--- src/hdl/tmrctl_pkg.sv ---
// Package: register map, field positions, resets and carriers for the timer run control
package tmrctl_pkg;
  localparam logic [7:0] ADDR_ENABLE = 8'h00;
  localparam logic [7:0] ADDR_RUN = 8'h04;
  localparam logic [7:0] ADDR_CONTROL = 8'h08;
  localparam logic [7:0] ADDR_PRESCALE = 8'h34;
  localparam logic [7:0] ADDR_STATUS = 8'h38;
  localparam int EN_UNIT_BIT = 7;
  localparam int EN_HALT_BIT = 6;
  localparam int RUN_PRESC_BIT = 2;
  localparam int RUN_CNT_BIT = 0;
  localparam int CR_WBF_BIT = 7;
  localparam int CR_SYNC_BIT = 5;
  localparam int CR_IDLE_BIT = 3;
  localparam int CR_TRG_BIT = 1;
  localparam int CR_CSS_BIT = 0;
  localparam logic [31:0] EN_MASK = 32'h0000_00C0;
  localparam logic [31:0] RUN_MASK = 32'h0000_0005;
  localparam logic [31:0] CR_MASK = 32'h0000_00AB;
  localparam logic [31:0] PRESC_MASK = 32'h0000_00FF;
  localparam logic [7:0] PRESC_RESET = 8'h00;
  localparam logic [1:0] HTRANS_NONSEQ = 2'h2;
  localparam logic [2:0] HSIZE_WORD = 3'h2;

  typedef enum logic [1:0] {
    TMRCTL_IDLE,
    TMRCTL_ARMED,
    TMRCTL_COUNTING
  } tmrctl_run_t;

  typedef struct packed {
    logic wbf;
    logic sync;
    logic idle_op;
    logic trg_fall;
    logic css_ext;
  } tmrctl_cr_t;

  typedef struct packed {
    logic unit_en;
    logic halt_stop;
    logic presc_run;
    logic cnt_run;
    tmrctl_cr_t cr;
    logic [7:0] presc_div;
  } tmrctl_regs_t;
endpackage : tmrctl_pkg

--- src/hdl/tmrctl_top.sv ---
// Timer channel enable, run and start control with AHB-Lite register slave
//
// Design decisions made here: the register offsets and the AHB-Lite register port.
`timescale 1ns/1ps
`default_nettype none
module tmrctl_top #(
  parameter int CNT_W = 16
) (
  // Clock and reset
  input wire logic mclk_in,
  input wire logic arst_n_in,
  // AHB-Lite slave
  input wire logic hsel_in,
  input wire logic [31:0] haddr_in,
  input wire logic [1:0] htrans_in,
  input wire logic hwrite_in,
  input wire logic [2:0] hsize_in,
  input wire logic [31:0] hwdata_in,
  input wire logic hready_in,
  output logic [31:0] hrdata_out,
  output logic hreadyout_out,
  output logic hresp_out,
  // System state and pins
  input wire logic debug_halt_in,
  input wire logic idle_mode_in,
  input wire logic sync_start_in,
  input wire logic timer_input_pin_in,
  // Channel controls and state
  output logic channel_clk_en_out,
  output logic compare_buffered_out,
  output logic prescale_tick_out,
  output logic [CNT_W-1:0] count_out
);
  ////////////////////////////////////////////////////////////////////////////
  typedef struct packed {
    tmrctl_pkg::tmrctl_regs_t regs;
    tmrctl_pkg::tmrctl_run_t run_st;
    logic [7:0] presc_cnt;
    logic tick;
    logic [CNT_W-1:0] count;
    logic clk_en;
    logic ph_valid;
    logic ph_write;
    logic [7:0] ph_addr;
    logic [31:0] rdata;
  } tmrctl_state_t;

  tmrctl_state_t st_r;
  tmrctl_state_t st_nxt;
  logic trig_edge;
  logic clk_on;
  logic ap_take;
  logic [7:0] ap_addr;

  // Channel clock gate: unit enable, halt and idle qualifiers
  assign clk_on = st_r.regs.unit_en
    && !(debug_halt_in && st_r.regs.halt_stop)
    && !(idle_mode_in && !st_r.regs.cr.idle_op);

  assign ap_take = hsel_in && hready_in && htrans_in[1];
  assign ap_addr = haddr_in[7:0];

  tmrctl_edge tmrctl_edge_inst (
    .mclk_in(mclk_in),
    .arst_n_in(arst_n_in),
    .pin_in(timer_input_pin_in),
    .fall_sel_in(st_r.regs.cr.trg_fall),
    .clk_en_in(clk_on),
    .edge_out(trig_edge)
  );

  ////////////////////////////////////////////////////////////////////////////
  always_comb begin
    logic gated_ok;
    gated_ok = 1'b0;
    st_nxt = st_r;
    st_nxt.clk_en = clk_on;
    st_nxt.tick = 1'b0;

    // Address phase capture; data phase always completes in one cycle
    st_nxt.ph_valid = ap_take;
    st_nxt.ph_write = hwrite_in;
    st_nxt.ph_addr = ap_addr;
    st_nxt.rdata = 32'h0000_0000;
    // Other registers gated while disabled; their values simply hold
    gated_ok = st_r.regs.unit_en;

    // Write data phase
    if (st_r.ph_valid && st_r.ph_write) begin
      case (st_r.ph_addr)
        tmrctl_pkg::ADDR_ENABLE: begin
          st_nxt.regs.unit_en = hwdata_in[tmrctl_pkg::EN_UNIT_BIT];
          st_nxt.regs.halt_stop = hwdata_in[tmrctl_pkg::EN_HALT_BIT];
        end
        tmrctl_pkg::ADDR_RUN: begin
          if (gated_ok) begin
            st_nxt.regs.presc_run = hwdata_in[tmrctl_pkg::RUN_PRESC_BIT];
            st_nxt.regs.cnt_run = hwdata_in[tmrctl_pkg::RUN_CNT_BIT];
          end
        end
        tmrctl_pkg::ADDR_CONTROL: begin
          // Written regardless of run state; software keeps it stable while running
          if (gated_ok) begin
            st_nxt.regs.cr.wbf = hwdata_in[tmrctl_pkg::CR_WBF_BIT];
            st_nxt.regs.cr.sync = hwdata_in[tmrctl_pkg::CR_SYNC_BIT];
            st_nxt.regs.cr.idle_op = hwdata_in[tmrctl_pkg::CR_IDLE_BIT];
            st_nxt.regs.cr.trg_fall = hwdata_in[tmrctl_pkg::CR_TRG_BIT];
            st_nxt.regs.cr.css_ext = hwdata_in[tmrctl_pkg::CR_CSS_BIT];
          end
        end
        tmrctl_pkg::ADDR_PRESCALE: begin
          if (gated_ok) begin
            st_nxt.regs.presc_div = hwdata_in[7:0];
          end
        end
        default: begin
          st_nxt.regs = st_r.regs;
        end
      endcase
    end

    // Read sees a write still in its data phase, so back to back transfers get new data
    if (ap_take && !hwrite_in) begin
      case (ap_addr)
        tmrctl_pkg::ADDR_ENABLE: begin
          st_nxt.rdata[tmrctl_pkg::EN_UNIT_BIT] = st_nxt.regs.unit_en;
          st_nxt.rdata[tmrctl_pkg::EN_HALT_BIT] = st_nxt.regs.halt_stop;
        end
        tmrctl_pkg::ADDR_RUN: begin
          if (st_nxt.regs.unit_en) begin
            st_nxt.rdata[tmrctl_pkg::RUN_PRESC_BIT] = st_nxt.regs.presc_run;
            st_nxt.rdata[tmrctl_pkg::RUN_CNT_BIT] = st_nxt.regs.cnt_run;
          end
        end
        tmrctl_pkg::ADDR_CONTROL: begin
          if (st_nxt.regs.unit_en) begin
            st_nxt.rdata[tmrctl_pkg::CR_WBF_BIT] = st_nxt.regs.cr.wbf;
            st_nxt.rdata[tmrctl_pkg::CR_SYNC_BIT] = st_nxt.regs.cr.sync;
            st_nxt.rdata[tmrctl_pkg::CR_IDLE_BIT] = st_nxt.regs.cr.idle_op;
            st_nxt.rdata[tmrctl_pkg::CR_TRG_BIT] = st_nxt.regs.cr.trg_fall;
            st_nxt.rdata[tmrctl_pkg::CR_CSS_BIT] = st_nxt.regs.cr.css_ext;
          end
        end
        tmrctl_pkg::ADDR_PRESCALE: begin
          if (st_nxt.regs.unit_en) begin
            st_nxt.rdata[7:0] = st_nxt.regs.presc_div;
          end
        end
        tmrctl_pkg::ADDR_STATUS: begin
          if (st_nxt.regs.unit_en) begin
            st_nxt.rdata[CNT_W-1:0] = st_r.count;
          end
        end
        default: begin
          st_nxt.rdata = 32'h0000_0000;
        end
      endcase
    end

    // Prescaler and counter advance only on the channel clock
    if (!st_r.regs.presc_run) begin
      st_nxt.presc_cnt = 8'h00;
    end else if (clk_on) begin
      if (st_r.presc_cnt >= st_r.regs.presc_div) begin
        st_nxt.presc_cnt = 8'h00;
        st_nxt.tick = 1'b1;
      end else begin
        st_nxt.presc_cnt = st_r.presc_cnt + 8'h01;
      end
    end

    if (!st_r.regs.cnt_run) begin
      st_nxt.run_st = tmrctl_pkg::TMRCTL_IDLE;
      st_nxt.count = '0;
    end else if (clk_on) begin
      case (st_r.run_st)
        tmrctl_pkg::TMRCTL_IDLE: begin
          st_nxt.run_st = tmrctl_pkg::TMRCTL_ARMED;
        end
        tmrctl_pkg::TMRCTL_ARMED: begin
          // Start source: software, external edge, optionally a shared sync start
          if (st_r.regs.cr.css_ext ? trig_edge : 1'b1) begin
            if (!st_r.regs.cr.sync || sync_start_in) begin
              st_nxt.run_st = tmrctl_pkg::TMRCTL_COUNTING;
            end
          end
        end
        tmrctl_pkg::TMRCTL_COUNTING: begin
          if (st_r.tick) begin
            st_nxt.count = st_r.count + {{(CNT_W-1){1'b0}}, 1'b1};
          end
        end
        default: begin
          st_nxt.run_st = tmrctl_pkg::TMRCTL_IDLE;
        end
      endcase
    end
  end

  ////////////////////////////////////////////////////////////////////////////
  always_ff @(posedge mclk_in or negedge arst_n_in) begin
    if (!arst_n_in) begin
      st_r <= '0;
    end else begin
      st_r <= st_nxt;
    end
  end

  assign hrdata_out = st_r.rdata;
  assign hreadyout_out = 1'b1;
  assign hresp_out = 1'b0;
  assign channel_clk_en_out = st_r.clk_en;
  assign compare_buffered_out = st_r.regs.cr.wbf;
  assign prescale_tick_out = st_r.tick;
  assign count_out = st_r.count;
endmodule : tmrctl_top
`default_nettype wire

--- src/hdl/tmrctl_edge.sv ---
// Edge detector for the timer input pin with selectable polarity
`timescale 1ns/1ps
`default_nettype none
module tmrctl_edge (
  // Clock and reset
  input wire logic mclk_in,
  input wire logic arst_n_in,
  // Pin and control
  input wire logic pin_in,
  input wire logic fall_sel_in,
  input wire logic clk_en_in,
  output logic edge_out
);
  logic prev_r;

  always_ff @(posedge mclk_in or negedge arst_n_in) begin
    if (!arst_n_in) begin
      prev_r <= 1'b0;
    end else if (clk_en_in) begin
      prev_r <= pin_in;
    end
  end

  // Edge only counts while the channel clock runs
  assign edge_out = clk_en_in && (fall_sel_in ? (prev_r && !pin_in) : (!prev_r && pin_in));
endmodule : tmrctl_edge
`default_nettype wire

--- config.mk ---
export PLATFORM = sky130hd
export DESIGN_NAME = tmrctl_top
export DESIGN_NICKNAME = d
export VERILOG_FILES = /design/src/hdl/tmrctl_pkg.sv /design/src/hdl/tmrctl_top.sv /design/src/hdl/tmrctl_edge.sv
export SDC_FILE = /design/constraint.sdc
export NUM_CORES = 1
export LEC_CHECK = 0
export ABC_AREA = 1
export CAP_MARGIN = 20
export CORE_MARGIN = 4
export CORE_UTILIZATION = 48
export CTS_CLUSTER_SIZE = 16
export DETAILED_ROUTE_END_ITERATION = 7
export DONT_BUFFER_PORTS = 1
export PLACE_DENSITY = 0.65
export RECOVER_POWER = 50
export SYNTH_ARGS = -nofsm -noshare
export SYNTH_HDL_FRONTEND = slang
export SYNTH_SLANG_ARGS = --single-unit
--- constraint.sdc ---
create_clock -name mclk_in -period 2.1 [get_ports mclk_in]
set_input_delay 0.21 -clock mclk_in [delete_from_list [all_inputs] [get_ports mclk_in]]
set_output_delay 0.21 -clock mclk_in [all_outputs]
set_load 0.05 [all_outputs]
==> reports/summary.json <==
{
  "crit_slowest_cell": {"value": "sky130_fd_sc_hd__clkbuf_1"},
  "timing.max_slew.rel_slack": {"value": 0.336},
  "cts-root-buf": {"value": "sky130_fd_sc_hd__clkbuf_8"},
  "status": {"value": "finished clean"},
  "vias_in_the_first_global_route": {"value": 3265},
  "dieWidth": {"value": 103, "unit": "µm"},
  "most-common-layout-cells": {"value": "98 x sky130_fd_sc_hd__nand2_1, 72 x sky130_fd_sc_hd__dfrtp_1, 65 x sky130_fd_sc_hd__inv_1"},
  "antenna-diode-count": {"value": 0},
  "drv.max_cap_violation_count": {"value": 0},
  "rsz0062_at_grt": {"value": "no"},
  "clk_latency": {"value": 0.35, "unit": "ns"},
  "crit_cells": {"value": 8},
  "placeableCoreArea": {"value": 8760, "unit": "µm²"},
  "critical_path.max_stage_delay": {"value": 0.55, "unit": "ns"},
  "tritoncts.num_buffers": {"value": 9},
  "buffer_ports.inserted": {"value": 0},
  "global_route_wire_length_before_repair": {"value": 15900, "unit": "µm"},
  "chip_height": {"value": 103, "unit": "µm"},
  "worst_ep_arrival_time": {"value": 2.18, "unit": "ns"},
  "hold_depth": {"value": 2},
  "crit_path_cell_trace": {"value": "clkbuf_1 > nand2_1 > nor3_1 > nand3_1 > xor2_1 > nor2_1 > nand2_1 > nand2_1"},
  "worst-endpoint-required": {"value": 2.39, "unit": "ns"},
  "drt_pre_antenna_iters": {"value": 6},
  "antenna_found_initial": {"value": 0},
  "min_period": {"value": 1.89, "unit": "ns"},
  "timing.final.setup_violations": {"value": 0},
  "layout-area-overhead-vs-synth": {"value": 5.80, "unit": "%"},
  "worst_slew_pin_slew": {"value": 0.996, "unit": "ns"},
  "worstPathMaxFanout": {"value": 4},
  "cts.sinks": {"value": 72},
  "routabilityCongestion": {"value": 0.903},
  "dieArea": {"value": 10700, "unit": "µm²"},
  "vdd_drop_max": {"value": 0.000355, "unit": "V"},
  "fin_tns_setup": {"value": 0, "unit": "ns"},
  "final_common_cell": {"value": "sky130_fd_sc_hd__nand2_1"},
  "powerDensity": {"value": 614, "unit": "nW/µm²"},
  "global_route_total_overflow": {"value": 0},
  "yosys_register_bits": {"value": 72},
  "syn-instance-count": {"value": 544},
  "start_util": {"value": 0.497},
  "placed_cells_incl_taps": {"value": 629},
  "detailed_place_hpwl": {"value": 7330, "unit": "µm"},
  "min-delay-path-class": {"value": "primary input to flop"},
  "clkSlewWorstSetupHoldPaths": {"value": 0.08, "unit": "ns"},
  "final_antenna_net_count": {"value": 0},
  "power.leakage": {"value": 2.24, "unit": "nW"},
  "synthFlopType": {"value": "sky130_fd_sc_hd__dfrtp_1"},
  "crit_path_launch_type": {"value": "flop"},
  "row_count": {"value": 34},
  "grt_max_degree": {"value": 73},
  "clock-skew-final": {"value": 0.0135, "unit": "ns"},
  "yosys_warnings": {"value": 0},
  "mappedNetlistArea": {"value": 4350, "unit": "µm²"},
  "maxClockFrequency": {"value": 528, "unit": "MHz"},
  "critical-path-top-delay-family": {"value": "simple AND/OR/NAND/NOR gates"},
  "timing.final.max_slew_violations": {"value": 0},
  "finish.net_count": {"value": 633},
  "critPathBufInv": {"value": 1},
  "vias_per_cell": {"value": 5.17},
  "synth_sequential_area_ratio": {"value": 0.414},
  "synth-edff-count": {"value": 0},
  "cp-end-kind": {"value": "flop"},
  "yosys_cell_types": {"value": 37},
  "drt_iter0_markers": {"value": 168},
  "finalCritPeriodShare": {"value": 0.902},
  "fin_cells": {"value": 658},
  "post_drt_wl_per_cell": {"value": 14.9, "unit": "µm"},
  "async_reset_ff_frac": {"value": 1.00},
  "num_vias": {"value": 3399},
  "ctsHtreeMaxLevel": {"value": 3},
  "critPathKind": {"value": "flop to flop"},
  "top_level_ports": {"value": 131},
  "hold_violations": {"value": 0},
  "crit_top_cell": {"value": "sky130_fd_sc_hd__nand2_1"},
  "grt_usage": {"value": 0.194},
  "max-clock-path-buffers": {"value": 2},
  "finalWirelength": {"value": 9790, "unit": "µm"},
  "final_layout_size_suffix_gt1_frac": {"value": 0.160},
  "tritoncts": {"value": "yes"},
  "post-route-drc-count": {"value": 0},
  "cell_depth_of_the_worst_flop_to_flop_path": {"value": 8},
  "postSynthAreaPerCell": {"value": 8.00, "unit": "µm²"}
}
what timing repair did:
action,4_1_cts,5_1_grt
resized for setup,0,0
hold endpoints to repair,83,0
buffers inserted,0,0
hold buffers,13,0
setup endpoints to repair,0,0
cell families after synthesis:
kind of cell	count (synthesis)	share of synthesized area
AO/OA/AOI/OAI	46	0.0583
XOR/XNOR	6	0.0121
adder cells (fa/ha/maj)	10	0.0287
buffers and inverters	136	0.166
flip-flops	72	0.414
other	2	0.00172
AND/OR/NAND/NOR	272	0.319
layer usage:
metal	vias to the layer above	global-route usage	share of wire
met4	0	0.0926	0.028
li1	1684	-	-
met1	1589	0.269	0.45
met3	18	0.0416	0.065
met2	108	0.291	0.46
met5	-	0	0
per-stage QoR:
stage	total power, mW	util	hold WS, ns	area [µm²]	worst slack [ns]
2_1_floorplan	1.57	-	-0.0856	4410	0.629
3_3_place_gp	1.55	0.487	-0.0836	4270	0.452
3_5_place_dp	1.55	0.487	-0.0837	4270	0.382
4_1_cts	2.87	0.530	0.00229	4640	0.356
5_1_grt	2.94	0.526	0.0157	4610	0.109
6_report	2.83	0.526	0.0224	4610	0.207
Yosys cell counts (2+ instances only):
cell type                  instances  share of area
sky130_fd_sc_hd__nor2_1           45          0.039
sky130_fd_sc_hd__and2_1            8          0.011
sky130_fd_sc_hd__or2_2             3         0.0043
sky130_fd_sc_hd__nand3_2           5          0.011
sky130_fd_sc_hd__nor2_2            9          0.013
sky130_fd_sc_hd__inv_1            65          0.056
sky130_fd_sc_hd__nand2_1          98          0.084
sky130_fd_sc_hd__buf_4            51          0.088
sky130_fd_sc_hd__conb_1            2         0.0017
sky130_fd_sc_hd__xor2_1            5          0.010
sky130_fd_sc_hd__nor3_2            9          0.021
sky130_fd_sc_hd__nand4_1          18          0.026
sky130_fd_sc_hd__ha_1             10          0.029
sky130_fd_sc_hd__buf_6             2         0.0052
sky130_fd_sc_hd__nor2_4            6          0.016
sky130_fd_sc_hd__a21oi_1          11          0.013
sky130_fd_sc_hd__o21a_1            3         0.0052
sky130_fd_sc_hd__nand3b_1          2         0.0034
sky130_fd_sc_hd__o22ai_1           5         0.0072
sky130_fd_sc_hd__nand2_2           6         0.0086
sky130_fd_sc_hd__nor3_1            9          0.010
sky130_fd_sc_hd__dfrtp_1          72           0.41
sky130_fd_sc_hd__nand3_1          50          0.057
sky130_fd_sc_hd__o21ai_1          13          0.015
sky130_fd_sc_hd__inv_2            12          0.010
sky130_fd_sc_hd__o21ai_0          10          0.011
sky130_fd_sc_hd__buf_2             5         0.0057
area by class of cell:
type / count / area [µm²]
timing repair buffer: 33 / 263
clock buffer: 10 / 138
fill: 810 / 4160
clock inverter: 6 / 91.3
tap: 108 / 135
multi-input combinational: 352 / 1890
inverter: 77 / 289
sequential: 72 / 1800
power by group:
part           switching (mW)  internal [mW]
clock network           0.553          0.708
logic                   0.130         0.0299
registers              0.0112           1.40
worst reg2reg max path, delay by kind of cell, from the launching register on:
family,cells,cell delay (ns)
buffers and inverters,1,0.55
and+or+nand+nor,6,0.81
xor gates and xnor gates,1,0.16
DFF,1,0.33
final timing paths:
check                                                          from                                   to  slack (ns)
worst min register to register  tmrctl_edge_inst.prev_r$_DFFE_PN0N_  tmrctl_edge_inst.prev_r$_DFFE_PN0N_        0.54
worst min-delay path                                        hsel_in                   st_r[41]$_DFF_PN0_        0.02
min in group asynchronous                                 arst_n_in                 st_r[65]$_DFFE_PN0P_        0.58
worst max register to register            count_out[12]$_DFFE_PN0P_            count_out[14]$_DFFE_PN0P_        0.21
worst max-delay path                      count_out[12]$_DFFE_PN0P_            count_out[14]$_DFFE_PN0P_        0.21
max in group asynchronous                                 arst_n_in             count_out[3]$_DFFE_PN0P_        0.86
state kept, by name, summed over array words and instances, names as in the netlist:
signal and count:
compare_buffered_out 1, hrdata_out 16, channel_clk_en_out 1, prescale_tick_out 1
tmrctl_edge_inst.prev_r 1, st_r 36, count_out 16
(Power assumes the default switching activity.)
